==> src/rx_glue_pkg.sv <==
// constants shared by the receiver pin control block and its testbench
// assumes one 20 MHz system clock and a classic wishbone register port
package rx_glue_pkg;
    // register byte offsets
    localparam logic [7:0] OFS_CONFIG = 8'h00;
    localparam logic [7:0] OFS_LINES = 8'h04;
    localparam logic [7:0] OFS_SYMDIV = 8'h08;
    localparam logic [7:0] OFS_STATUS = 8'h0C;

    // config fields
    localparam int CFG_EXT_ADC = 0;
    localparam int CFG_TWOS = 1;
    localparam int CFG_MODE_LO = 2;

    // lines fields
    localparam int LN_L1 = 0;
    localparam int LN_L2 = 1;
    localparam int LN_L3 = 2;
    localparam int LN_L4_OUT = 3;
    localparam int LN_L4_DIR = 4;
    localparam int LN_L4_IN = 8;

    // status fields
    localparam int ST_PWM = 8;
    localparam int ST_VALID = 9;

    // reset values
    localparam logic [3:0] LINES_RESET = 4'h1;
    localparam logic [15:0] SYMDIV_RESET = 16'h0001;

    // timing counts, clock period and data widths
    localparam logic [1:0] RST_EDGES = 2'h3;
    localparam int PWM_DIV = 8;
    localparam int AGC_SYMBOLS = 2048;
    localparam int SAMPLE_W = 6;
    localparam int BYTE_W = 8;
    localparam int CLK_PERIOD_NS = 50;

    typedef enum logic [1:0] {
        OUT_PAR_CONT = 2'b00,
        OUT_PAR_GATED = 2'b01,
        OUT_SERIAL = 2'b10
    } out_mode_e;
endpackage : rx_glue_pkg

==> src/byte_buffer.sv <==
// small fifo between the decoded byte source and the output pins
// assumes a single clock and an active high asynchronous reset
`timescale 1ns/10ps
module byte_buffer #(
    parameter int WIDTH = 8,
    parameter int DEPTH = 2
) (
    // clock and reset
    input wire logic clk_sys_i,
    input wire logic reset_i,
    // fill side
    input wire logic in_valid_i,
    output logic in_ready_o,
    input wire logic [WIDTH-1:0] in_data_i,
    // drain side
    output logic out_valid_o,
    input wire logic out_ready_i,
    output logic [WIDTH-1:0] out_data_o
);
    localparam int AW = (DEPTH > 1) ? $clog2(DEPTH) : 1;

    typedef struct packed {
        logic [DEPTH-1:0][WIDTH-1:0] mem;
        logic [AW-1:0] wr;
        logic [AW-1:0] rd;
        logic [AW:0] count;
    } buf_s;

    buf_s st_reg;
    buf_s st_next;
    logic push;
    logic pop;

    function automatic logic [AW-1:0] bump(input logic [AW-1:0] p);
        bump = (p == AW'(DEPTH - 1)) ? '0 : p + AW'(1);
    endfunction : bump

    assign in_ready_o = (st_reg.count != (AW + 1)'(DEPTH));
    assign out_valid_o = (st_reg.count != '0);
    assign out_data_o = st_reg.mem[st_reg.rd];
    assign push = in_valid_i && in_ready_o;
    assign pop = out_valid_o && out_ready_i;

    always_comb begin
        st_next = st_reg;
        if (push) begin
            st_next.mem[st_reg.wr] = in_data_i;
            st_next.wr = bump(st_reg.wr);
        end
        if (pop) begin
            st_next.rd = bump(st_reg.rd);
        end
        st_next.count = st_reg.count + (AW + 1)'(push) - (AW + 1)'(pop);
    end

    always_ff @(posedge clk_sys_i or posedge reset_i) begin
        if (reset_i) begin
            st_reg <= '0;
        end else begin
            st_reg <= st_next;
        end
    end
endmodule : byte_buffer

==> src/rx_pin_glue.sv <==
// pin level control of the channel receiver: clear, sample clock, sample capture,
// gain pwm, four control lines and the decoded byte output port
// assumes a wishbone master, an agc estimator and a decoder feeding bytes
`timescale 1ns/10ps
module rx_pin_glue #(
    parameter int SAMPLE_HALF = 1,
    parameter int BYTE_CLOCK_OUT_HALF = 2,
    parameter int BUF_DEPTH = 2
) (
    // clock and clear (clear is the active high form of the pin)
    input wire logic clk_sys_i,
    input wire logic reset_i,
    // wishbone slave
    input wire logic wb_cyc_i,
    input wire logic wb_stb_i,
    input wire logic wb_we_i,
    input wire logic [7:0] wb_adr_i,
    input wire logic [3:0] wb_sel_i,
    input wire logic [31:0] wb_dat_i,
    output logic [31:0] wb_dat_o,
    output logic wb_ack_o,
    // external converter
    output logic sample_clock_out_o,
    input wire logic [rx_glue_pkg::SAMPLE_W-1:0] sample_i_i,
    input wire logic [rx_glue_pkg::SAMPLE_W-1:0] sample_q_i,
    output logic [rx_glue_pkg::SAMPLE_W-1:0] sample_i_o,
    output logic [rx_glue_pkg::SAMPLE_W-1:0] sample_q_o,
    output logic sample_valid_o,
    // gain control
    input wire logic [7:0] gain_level_i,
    output logic gain_pwm_out_o,
    // control lines
    output logic control_line_1_o,
    output logic control_line_1_oe_o,
    output logic control_line_2_o,
    output logic control_line_2_oe_o,
    output logic control_line_3_o,
    output logic control_line_3_oe_o,
    input wire logic control_line_4_i,
    output logic control_line_4_o,
    output logic control_line_4_oe_o,
    // decoded byte source
    input wire logic byte_in_valid_i,
    output logic byte_in_ready_o,
    input wire logic [rx_glue_pkg::BYTE_W-1:0] byte_in_data_i,
    // decoded byte pins
    input wire logic byte_ready_i,
    output logic [rx_glue_pkg::BYTE_W-1:0] byte_data_out_o,
    output logic byte_valid_out_o,
    output logic byte_clock_out_o
);
    localparam int MIN_HOLD = rx_glue_pkg::PWM_DIV * 2 * SAMPLE_HALF;

    typedef struct packed {
        logic [1:0] rst_cnt;
        logic ready;
        logic ack;
        logic [31:0] rdata;
        logic ext_adc;
        logic twos;
        logic [1:0] omode;
        logic [3:0] lines;
        logic l4_dir;
        logic l4_in;
        logic [15:0] sym_div;
        logic [7:0] sdiv_cnt;
        logic sclk;
        logic [rx_glue_pkg::SAMPLE_W-1:0] i_s;
        logic [rx_glue_pkg::SAMPLE_W-1:0] q_s;
        logic s_valid;
        logic [2:0] tick_cnt;
        logic [3:0] pwm_phase;
        logic pwm;
        logic [15:0] sym_cnt;
        logic [10:0] agc_cnt;
        logic [7:0] gain;
        logic [7:0] odiv_cnt;
        logic byte_clock_out;
        logic [7:0] dout;
        logic dvalid;
        logic [7:0] shifter;
        logic [2:0] bit_cnt;
    } state_s;

    state_s st_reg;
    state_s st_next;
    logic buf_valid;
    logic buf_ready;
    logic buf_pop;
    logic [7:0] buf_data;
    logic bus_req;
    logic [31:0] lines_word;
    logic [15:0] hold_cnt;

    // samples are carried inside as two's complement
    function automatic logic [rx_glue_pkg::SAMPLE_W-1:0] to_signed(
        input logic [rx_glue_pkg::SAMPLE_W-1:0] raw, input logic twos);
        to_signed = twos ? raw : {~raw[rx_glue_pkg::SAMPLE_W-1],
                                  raw[rx_glue_pkg::SAMPLE_W-2:0]};
    endfunction : to_signed

    function automatic logic [31:0] merge(input logic [31:0] old, input logic [31:0] val,
        input logic [3:0] sel);
        logic [31:0] m;
        m = {{8{sel[3]}}, {8{sel[2]}}, {8{sel[1]}}, {8{sel[0]}}};
        merge = (old & ~m) | (val & m);
    endfunction : merge

    ////////////////////////////////////////////////////////////////////////////////
    // byte buffer: a stalled receiver backs up into the decoder

    byte_buffer #(
        .WIDTH(rx_glue_pkg::BYTE_W),
        .DEPTH(BUF_DEPTH)
    ) u_buffer (
        .clk_sys_i(clk_sys_i),
        .reset_i(reset_i),
        .in_valid_i(byte_in_valid_i && st_reg.ready),
        .in_ready_o(buf_ready),
        .in_data_i(byte_in_data_i),
        .out_valid_o(buf_valid),
        .out_ready_i(buf_pop),
        .out_data_o(buf_data)
    );

    // no ready during the hold-off, so the decoder never thinks a dropped byte was taken
    assign byte_in_ready_o = buf_ready && st_reg.ready;
    assign lines_word = {23'h00_0000, st_reg.l4_in, 3'h0, st_reg.l4_dir, st_reg.lines};
    assign bus_req = wb_cyc_i && wb_stb_i && st_reg.ready && !st_reg.ack;

    ////////////////////////////////////////////////////////////////////////////////
    // next state

    logic sample_rise;
    logic ocl_rise;
    logic ocl_fire;
    logic sym_pulse;
    logic tick;
    logic [31:0] wr_word;

    always_comb begin
        st_next = st_reg;
        sample_rise = 1'b0;
        ocl_rise = 1'b0;
        ocl_fire = 1'b0;
        sym_pulse = 1'b0;
        tick = 1'b0;
        buf_pop = 1'b0;
        wr_word = '0;

        // hold off for three edges after the clear is released
        if (!st_reg.ready) begin
            st_next.rst_cnt = st_reg.rst_cnt + 2'h1;
            if (st_reg.rst_cnt == rx_glue_pkg::RST_EDGES - 2'h1) begin
                st_next.ready = 1'b1;
            end
        end

        // bus: one wait cycle, then a one-cycle ack; writes land at the ack edge
        st_next.ack = bus_req;
        if (bus_req) begin
            case (wb_adr_i)
                rx_glue_pkg::OFS_CONFIG: st_next.rdata = {28'h000_0000, st_reg.omode,
                                                          st_reg.twos, st_reg.ext_adc};
                rx_glue_pkg::OFS_LINES: st_next.rdata = lines_word;
                rx_glue_pkg::OFS_SYMDIV: st_next.rdata = {16'h0000, st_reg.sym_div};
                rx_glue_pkg::OFS_STATUS: st_next.rdata = {22'h00_0000, st_reg.dvalid,
                                                          st_reg.pwm, st_reg.gain};
                default: st_next.rdata = '0;
            endcase
        end
        if (wb_cyc_i && wb_stb_i && wb_we_i && st_reg.ack) begin
            case (wb_adr_i)
                rx_glue_pkg::OFS_CONFIG: begin
                    wr_word = merge({28'h000_0000, st_reg.omode, st_reg.twos,
                                     st_reg.ext_adc}, wb_dat_i, wb_sel_i);
                    st_next.ext_adc = wr_word[rx_glue_pkg::CFG_EXT_ADC];
                    st_next.twos = wr_word[rx_glue_pkg::CFG_TWOS];
                    st_next.omode = wr_word[rx_glue_pkg::CFG_MODE_LO +: 2];
                end
                rx_glue_pkg::OFS_LINES: begin
                    wr_word = merge(lines_word, wb_dat_i, wb_sel_i);
                    st_next.lines = wr_word[rx_glue_pkg::LN_L4_OUT:rx_glue_pkg::LN_L1];
                    st_next.l4_dir = wr_word[rx_glue_pkg::LN_L4_DIR];
                end
                rx_glue_pkg::OFS_SYMDIV: begin
                    wr_word = merge({16'h0000, st_reg.sym_div}, wb_dat_i, wb_sel_i);
                    st_next.sym_div = wr_word[15:0];
                end
                default: begin
                end
            endcase
        end

        // line 4 pin level, only meaningful while it is an input
        st_next.l4_in = st_reg.l4_dir ? st_reg.l4_in : control_line_4_i;

        // sample clock runs always; the pin only shows it for an external converter
        if (st_reg.sdiv_cnt == 8'(SAMPLE_HALF - 1)) begin
            st_next.sdiv_cnt = '0;
            st_next.sclk = !st_reg.sclk;
            sample_rise = !st_reg.sclk;
        end else begin
            st_next.sdiv_cnt = st_reg.sdiv_cnt + 8'h01;
        end
        st_next.s_valid = sample_rise && st_reg.ext_adc && st_reg.ready;
        if (st_next.s_valid) begin
            st_next.i_s = to_signed(sample_i_i, st_reg.twos);
            st_next.q_s = to_signed(sample_q_i, st_reg.twos);
        end

        // pwm steps once per eight sample periods, so its edges stay that far apart
        if (sample_rise) begin
            st_next.tick_cnt = st_reg.tick_cnt + 3'h1;
            tick = (st_reg.tick_cnt == 3'(rx_glue_pkg::PWM_DIV - 1));
            if (st_reg.sym_cnt == st_reg.sym_div) begin
                st_next.sym_cnt = '0;
                sym_pulse = 1'b1;
            end else begin
                st_next.sym_cnt = st_reg.sym_cnt + 16'h0001;
            end
        end
        if (tick) begin
            st_next.pwm_phase = st_reg.pwm_phase + 4'h1;
            st_next.pwm = (st_reg.pwm_phase < st_reg.gain[7:4]);
        end
        if (sym_pulse) begin
            st_next.agc_cnt = st_reg.agc_cnt + 11'h001;
            if (st_reg.agc_cnt == 11'(rx_glue_pkg::AGC_SYMBOLS - 1)) begin
                st_next.gain = gain_level_i;
            end
        end

        // byte clock; the gated form stands low while there is nothing to send
        if (st_reg.odiv_cnt == 8'(BYTE_CLOCK_OUT_HALF - 1)) begin
            st_next.odiv_cnt = '0;
            ocl_fire = 1'b1;
        end else begin
            st_next.odiv_cnt = st_reg.odiv_cnt + 8'h01;
        end
        if (ocl_fire) begin
            if (st_reg.omode != rx_glue_pkg::OUT_PAR_GATED || st_reg.byte_clock_out
                || buf_valid || st_reg.bit_cnt != 3'h0) begin
                st_next.byte_clock_out = !st_reg.byte_clock_out;
                ocl_rise = !st_reg.byte_clock_out;
            end
        end
        if (ocl_rise) begin
            if (st_reg.omode == rx_glue_pkg::OUT_SERIAL && st_reg.bit_cnt != 3'h0) begin
                st_next.shifter = {st_reg.shifter[6:0], 1'b0};
                st_next.dout = {7'h00, st_reg.shifter[7]};
                st_next.bit_cnt = st_reg.bit_cnt + 3'h1;
            end else if (buf_valid && byte_ready_i) begin
                buf_pop = 1'b1;
                st_next.dvalid = 1'b1;
                if (st_reg.omode == rx_glue_pkg::OUT_SERIAL) begin
                    // msb first on bit 0
                    st_next.dout = {7'h00, buf_data[7]};
                    st_next.shifter = {buf_data[6:0], 1'b0};
                    st_next.bit_cnt = 3'h1;
                end else begin
                    st_next.dout = buf_data;
                end
            end else begin
                st_next.dvalid = 1'b0;
            end
        end
    end

    // asynchronous clear: everything to defaults without a clock edge
    always_ff @(posedge clk_sys_i or posedge reset_i) begin
        if (reset_i) begin
            st_reg <= '0;
            st_reg.lines <= rx_glue_pkg::LINES_RESET;
            st_reg.sym_div <= rx_glue_pkg::SYMDIV_RESET;
        end else begin
            st_reg <= st_next;
        end
    end

    // stability counter read only by the pwm check
    always_ff @(posedge clk_sys_i or posedge reset_i) begin
        if (reset_i) begin
            hold_cnt <= '0;
        end else if (st_next.pwm != st_reg.pwm) begin
            hold_cnt <= '0;
        end else if (hold_cnt != 16'hFFFF) begin
            hold_cnt <= hold_cnt + 16'h0001;
        end
    end

    ////////////////////////////////////////////////////////////////////////////////
    // outputs

    assign wb_ack_o = st_reg.ack;
    assign wb_dat_o = st_reg.rdata;
    assign sample_clock_out_o = st_reg.ext_adc && st_reg.sclk;
    assign sample_i_o = st_reg.i_s;
    assign sample_q_o = st_reg.q_s;
    assign sample_valid_o = st_reg.s_valid;
    assign gain_pwm_out_o = st_reg.pwm;
    // lines 1 to 3 open drain: pull low for a zero, release for a one; line 4 driven only while its direction bit is set
    assign control_line_1_o = 1'b0;
    assign control_line_1_oe_o = !st_reg.lines[rx_glue_pkg::LN_L1];
    assign control_line_2_o = 1'b0;
    assign control_line_2_oe_o = !st_reg.lines[rx_glue_pkg::LN_L2];
    assign control_line_3_o = 1'b0;
    assign control_line_3_oe_o = !st_reg.lines[rx_glue_pkg::LN_L3];
    assign control_line_4_o = st_reg.lines[rx_glue_pkg::LN_L4_OUT];
    assign control_line_4_oe_o = st_reg.l4_dir;
    assign byte_data_out_o = st_reg.dout;
    assign byte_valid_out_o = st_reg.dvalid;
    assign byte_clock_out_o = st_reg.byte_clock_out;
endmodule : rx_pin_glue

==> config.mk <==
export PLATFORM = sky130hd
export DESIGN_NAME = rx_pin_glue
export DESIGN_NICKNAME = d
export VERILOG_FILES = /design/src/rx_glue_pkg.sv /design/src/byte_buffer.sv /design/src/rx_pin_glue.sv
export SDC_FILE = /design/constraint.sdc
export NUM_CORES = 1
export LEC_CHECK = 0
export BUFFER_PORTS_ARGS = -buffer_cell sky130_fd_sc_hd__buf_2
export CAP_MARGIN = 30
export CORE_MARGIN = 2
export CORE_UTILIZATION = 50
export DETAILED_ROUTE_END_ITERATION = 12
export PLACE_DENSITY = 0.75
export SLEW_MARGIN = 20
export SYNTH_ARGS = -nofsm -noshare
export SYNTH_HDL_FRONTEND = slang
export SYNTH_SLANG_ARGS = --single-unit
==> constraint.sdc <==
create_clock -name clk_sys_i -period 14.85 [get_ports clk_sys_i]
set_input_delay 2.2275 -clock clk_sys_i [delete_from_list [all_inputs] [get_ports clk_sys_i]]
set_output_delay 2.2275 -clock clk_sys_i [all_outputs]
set_load 0.05 [all_outputs]
# Word-level counts from Yosys, hierarchy flattened
# Index checks and enable logic that the tools add are counted.
[totals] regBits=176 input_bits=80 out_inout_bits=67 elab_cells=140
[classes] add_sub_neg=12 magnitude_cmp=4 eq_ne=11 muxes=31 n_bitwise=11 n_reduce_logical=38
[op_table] op="$mux W8" count=8
[op_table] op="$pmux W16 S4" count=1
[op_table] op="$mux W11" count=3
[op_table] op="$and A16 B16 Y16" count=2
[op_table] op="$add A16 B1 Y16 const B" count=1
[op_table] op="$add A8 B1 Y8 const B" count=2
[op_table] op="$bwmux W16" count=1
[op_table] op="$eq A16 B16 Y1" count=1
[op_table] op="$eq A8 B4 Y1 const B" count=2
[op_table] op="$logic_not A8 Y1" count=2
[op_table] op="$mux W16" count=1
[op_table] op="$not A16 Y16" count=1
[op_table] op="$or A16 B16 Y16" count=1
[op_table] op="$logic_and A1 B1 Y1" count=15
[op_table] op="$mux W1" count=14
[op_table] op="$reduce_and A2 Y1" count=7
[op_table] op="$mux W6" count=2
[op_table] op="$add A11 B1 Y11 const B" count=1
[op_table] op="$eq A11 B11 Y1 const B" count=1
[op_table] op="$demux W8 S1" count=1
[op_table] op="$eq A8 B1 Y1 const B" count=1
[op_table] op="$eq A8 B3 Y1 const B" count=1
[op_table] op="$add A3 B1 Y3 const B" count=2
[op_table] op="$logic_not A1 Y1" count=6
[op_table] op="other kinds (21)" count=30

# Logic depth before layout (Yosys ltp)
[logic_depth] ltp_word=9 depth_mapped=12 mapped_depth_nobuf=11

# Modules after synthesis
# A second synthesis with hierarchy kept.
[hier_totals] cells_unflattened=656 area_unflattened_um2=7736.2
[by_module_without_submodules] module="rx_pin_glue" instances=1 cells_each=596 area_per_inst_um2=6799.0 seq_area_each_um2=3480.8
[by_module_without_submodules] module="byte_buffer" instances=1 cells_each=60 area_per_inst_um2=937.1 seq_area_each_um2=500.5

# Least setup slack after synthesis
# Ideal clock, no wire load.
[synth_timing] kind="input-to-reg" from="in wb_adr_i[7]" to="reg with a tool-made name" setup_time_ns=0.125 t_arrival_ns=3.991 t_required_ns=14.725 path_slack_ns=10.734 stages=5 n_path_buf=0 cell_sequence="or4_1 > nor3_1 > nand3_1 > nor2_1 > mux2_2"
[synth_rtl] element="from (decl)" line="rx_pin_glue.sv:17" text="input wire logic [7:0] wb_adr_i,"

==> impl_table.tex <==
\begin{tabular}{lr}
\hline
Metric & Value \\
\hline
\multicolumn{2}{l}{\textbf{Timing}} \\
\quad Post-route fraction of the period consumed by the critical path & 0.2831 \\
\quad Final number of hold-violating endpoints & 0 \\
\quad Worst max-slew margin expressed relative to the limit & 0.3642 \\
\quad Final WS setup & $\sim$11 ns \\
\quad Final Setup Violations & 0 \\
\quad Maximum achievable frequency & approximately 0.24 GHz \\
\quad Setup repair after global routing missed its margin & false \\
\quad Pins Over Slew Limit & 0 \\
\quad Worst clock skew on the final layout & 0.009426 ns \\
\quad Shortest clock period the worst path allows after layout & between 4 and 5 ns \\
\quad Actual slew at the worst max-slew pin & between 0.9 and 1 ns \\
\quad Worst hold slack & 0.4693 ns \\
\quad Final-layout setup total negative slack & 0 ns \\
\multicolumn{2}{l}{\textbf{Placed design}} \\
\quad Pre-CTS setup slack & a little over 10 ns \\
\quad Number of cells in the design after placement & around 940 \\
\quad Hpwl dp & 10590 µm \\
\quad Total of buffers placed on input and output ports & 109 \\
\quad Weighted congestion at the end of routability-driven global placement & around 0.78 \\
\quad Cell area after placement & approximately 0.0081 mm² \\
\multicolumn{2}{l}{\textbf{Drt}} \\
\quad Vias post-DR & approximately 5200 \\
\quad Post-detailed-routing wire length & 15200 µm \\
\quad Antenna violation net count after detailed routing & 0 \\
\quad DRC & 0 \\
\quad Drt initial violations & between 400 and 500 \\
\quad Detailed-routing iteration count for the pre-antenna-repair pass & 5 \\
\quad Vias/cell & $\sim$5.4 \\
\quad WL per Instance & 15.65 µm \\
\multicolumn{2}{l}{\textbf{Status}} \\
\quad Outcome & complete, no violations \\
\multicolumn{2}{l}{\textbf{Setup path}} \\
\quad Family with the most delay on the worst path & simple AND/OR/NAND/NOR gates \\
\quad Critical path's slowest cell & nor2\_1 \\
\quad Critical path buffer and inverter count & 1 \\
\quad Startpoint kind of the worst setup timing path & primary input \\
\quad Worst path max stage delay & 0.61 ns \\
\quad Arrival time of the worst setup path & 4.51 ns \\
\quad Data required time of the critical path & around 15 ns \\
\quad Crit. End Element & flop \\
\quad Setup CP Type & primary input to flop \\
\quad Critical-path cell list & buf\_2 -> or4\_1 -> nor3\_1 -> nand3\_1 -> nor2\_1 -> mux2\_2 \\
\quad Max FO, Critical Path & 8 \\
\multicolumn{2}{l}{\textbf{Die}} \\
\quad Count of standard-cell rows & 45 \\
\quad Core Area & 0.01515 mm² \\
\quad Die outline width & about 130 µm \\
\quad Total Die Area & between 0.015 and 0.02 mm² \\
\quad Die boundary height & between 100 and 150 µm \\
\quad Number of ports placed on the die boundary & 147 \\
\quad Starting utilization of the core area & 0.5080 \\
\multicolumn{2}{l}{\textbf{Logic synthesis}} \\
\quad Leading cell types by total area after synthesis & dfrtp\_1 (51\%), mux2\_2 (9.5\%), buf\_4 (5.4\%) \\
\quad Syn Std Cell Area & 0.007694 mm² \\
\quad Cell count after synthesis & 700 \\
\quad Post-synth top flop & dfrtp\_1 \\
\quad Top cell type by total area after synthesis & dfrtp\_1 \\
\quad Share of Yosys cell area claimed by the top area cell type & 0.5107 \\
\quad Post-synthesis sequential element count & 159 \\
\quad Average cell area after synthesis & roughly 11 µm² \\
\quad Synth unique cells & 50 \\
\quad Share of the yosys chip area belonging to registers & 0.5175 \\
\quad Total of warnings raised by yosys & 0 \\
\quad Number of enable flip-flop cells after synthesis & 0 \\
\quad FFs w/ async S/R, synth & 1.000 \\
\multicolumn{2}{l}{\textbf{Cells and area}} \\
\quad Area growth from synthesis to layout & 12.70\% \\
\quad Non-filler cells, final & about 1000 \\
\quad Non-Filler Cell Area, Final & 0.008671 mm² \\
\quad Fraction of final layout cells sized beyond drive strength 1 & 0.2746 \\
\quad Net count of the finished layout & around 870 \\
\quad Count of fill cells added during filler insertion & between 1000 and 1500 \\
\quad Antenna cell count & 0 \\
\quad Post-Route Utilization & 0.5725 \\
\multicolumn{2}{l}{\textbf{Clocking}} \\
\quad Number of setup buffers added after CTS & 0 \\
\quad Number of buffers inserted during clock tree synthesis & 17 \\
\quad Deepest clock path buffer count & 2 \\
\quad Root Buffer & clkbuf\_16 \\
\quad Hold bufs inserted after CTS & 0 \\
\quad Clock tree from TritonCTS & done \\
\quad Clock latency at the later pin of the worst-skew pair & 0.42 ns \\
\quad CTS H-Tree Depth & 4 \\
\quad Gates resized, CTS repair & 0 \\
\quad Worst-path clk slew & $\sim$0.060 ns \\
\quad Sink Count & 159 \\
\multicolumn{2}{l}{\textbf{Power}} \\
\quad Power density of the placed cells & approximately 140 mW/mm² \\
\quad Maximum ir drop on the vdd rail & 87.26 µV \\
\quad Leakage power & $\sim$4.3 nW \\
\quad Power after layout & approximately 1.2 mW \\
\multicolumn{2}{l}{\textbf{GRT}} \\
\quad Global routing usage summed across all routing layers & 0.1927 \\
\quad Grt ovf & 0 \\
\quad First-pass GRT wire length & roughly 25000 µm \\
\quad Number of global-route vias before repair & approximately 5000 \\
\quad Initial antenna violation count & 0 \\
\quad Maximum number of pins on one net before global-route repair & 100 \\
\multicolumn{2}{l}{\textbf{Min path}} \\
\quad Class of the tightest hold or removal check & flop to flop \\
\multicolumn{2}{l}{\textbf{Run}} \\
\quad Maximum capacitance violations & 0 \\
\hline
\end{tabular}
synthesized netlist by cell type (7+ instances only):
master    number
ha_1          17
dfrtp_1      157
nor4_1        13
xnor2_1       20
clkbuf_1      20
nand2b_1       7
and3_1        12
a21oi_1        8
nand2_1       67
xor2_1        29
a22o_1         9
buf_4         55
nor2_1        28
o31ai_1        7
nand3_1       24
mux2_2        65
inv_1         30
o21ai_0       42
nor2b_1        9
mux2i_1       16
area by class of cell:
type | count | area (µm²) | area share
inverter | 30 | 117.6 | 0.01356
multi-input combinational | 451 | 3167 | 0.3652
tap | 188 | 235.2 | 0.02713
sequential | 159 | 3981 | 0.4592
clock inverter | 7 | 110.1 | 0.01270
timing repair buffer | 112 | 588.1 | 0.06782
clock buffer | 24 | 471.7 | 0.05440
per-layer routing:
layer  vias to the layer above  wire length (µm)  part of all wire  track usage
met2                       149              7293              0.48       0.3058
met3                        20               650             0.043      0.03881
met1                      2564              6995              0.46       0.2669
met4                         0               260             0.017      0.06593
li1                       2488                 -                 -            -
met5                         -                 0                 0            0
cells by family (layout without fill, tap and decap cells):
group | after synthesis | in the layout | synth area share
AND/OR/NAND/NOR | 193 | 193 | 0.1252
flip-flops | 159 | 159 | 0.5175
buffers and inverters | 108 | 173 | 0.07969
AO/OA/AOI/OAI | 91 | 91 | 0.07481
multiplexers | 82 | 82 | 0.1189
XOR/XNOR | 49 | 49 | 0.05578
adder cells (fa/ha/maj) | 17 | 17 | 0.02765
other | 1 | 19 | 0.0004874
layout by cell type (no fill, tap or decap), types with 2 or more instances in the layout:
master / netlist / final
a31oi_1: 6 / 6
nor2b_1: 9 / 9
nand2_1: 67 / 67
nand3_1: 24 / 24
dfrtp_1: 157 / 157
a21o_1: 2 / 2
a22oi_1: 2 / 2
clkbuf_1: 20 / 5
xor2_1: 29 / 29
ha_1: 17 / 17
xnor2_1: 20 / 20
o22ai_1: 2 / 2
nor3_1: 6 / 6
clkbuf_16: 0 / 17
o31ai_1: 7 / 7
a22o_1: 9 / 9
nor4_1: 13 / 13
dfstp_2: 2 / 2
o2bb2ai_1: 5 / 5
and3_1: 12 / 12
mux2i_1: 16 / 16
buf_4: 55 / 2
clkinv_2: 0 / 4
mux2_2: 65 / 65
or2_2: 5 / 5
conb_1: 1 / 19
o21ai_0: 42 / 42
a221oi_1: 4 / 4
nand4_1: 5 / 5
nor2_1: 28 / 28
a21oi_1: 8 / 8
and2_1: 4 / 4
bufinv_16: 0 / 3
inv_1: 30 / 29
nand2b_1: 7 / 7
buf_2: 1 / 109
or4_1: 2 / 2
clkbuf_8: 0 / 2
or3_1: 2 / 2
worst reg2reg max path: cells and delay by family, from the launching register on:
family	cells	cell delay (ns)
AND/OR/NAND/NOR	4	1.78
buffers and inverters	2	0.14
flip-flops	1	0.40
adder cells (fa/ha/maj)	3	0.59
XOR/XNOR	2	0.27
power by group:
part / switching (mW) / leakage (nW) / internal [mW]
sequential: 0.0444 / 2.00 / 0.488
clock: 0.163 / 0.288 / 0.271
combinational: 0.159 / 2.05 / 0.0955
total: 0.366 / 4.34 / 0.854
worst paths after layout:
path | startpoint | to | slack (ns) | cells after the start
max | wb_adr_i[7] | flop | 10.65 | 6
min | byte_data_out_o[5]$_DFFE_PP0P_ | byte_data_out_o[5]$_DFFE_PP0P_ | 0.47 | 2
max reg2reg | st_reg[22]$_DFF_PP0_ | u_buffer.st_reg[1]$_DFF_PP0_ | 11.61 | 11
min reg2reg | byte_data_out_o[5]$_DFFE_PP0P_ | byte_data_out_o[5]$_DFFE_PP0P_ | 0.47 | 2
max in group asynchronous | reset_i | wb_dat_o[7]$_DFFE_PP0P_ | 11.62 | 4
min in group asynchronous | reset_i | u_buffer.st_reg[10]$_DFFE_PP0P_ | 1.83 | 2
No activity file was read; power rests on OpenSTA's default activity.
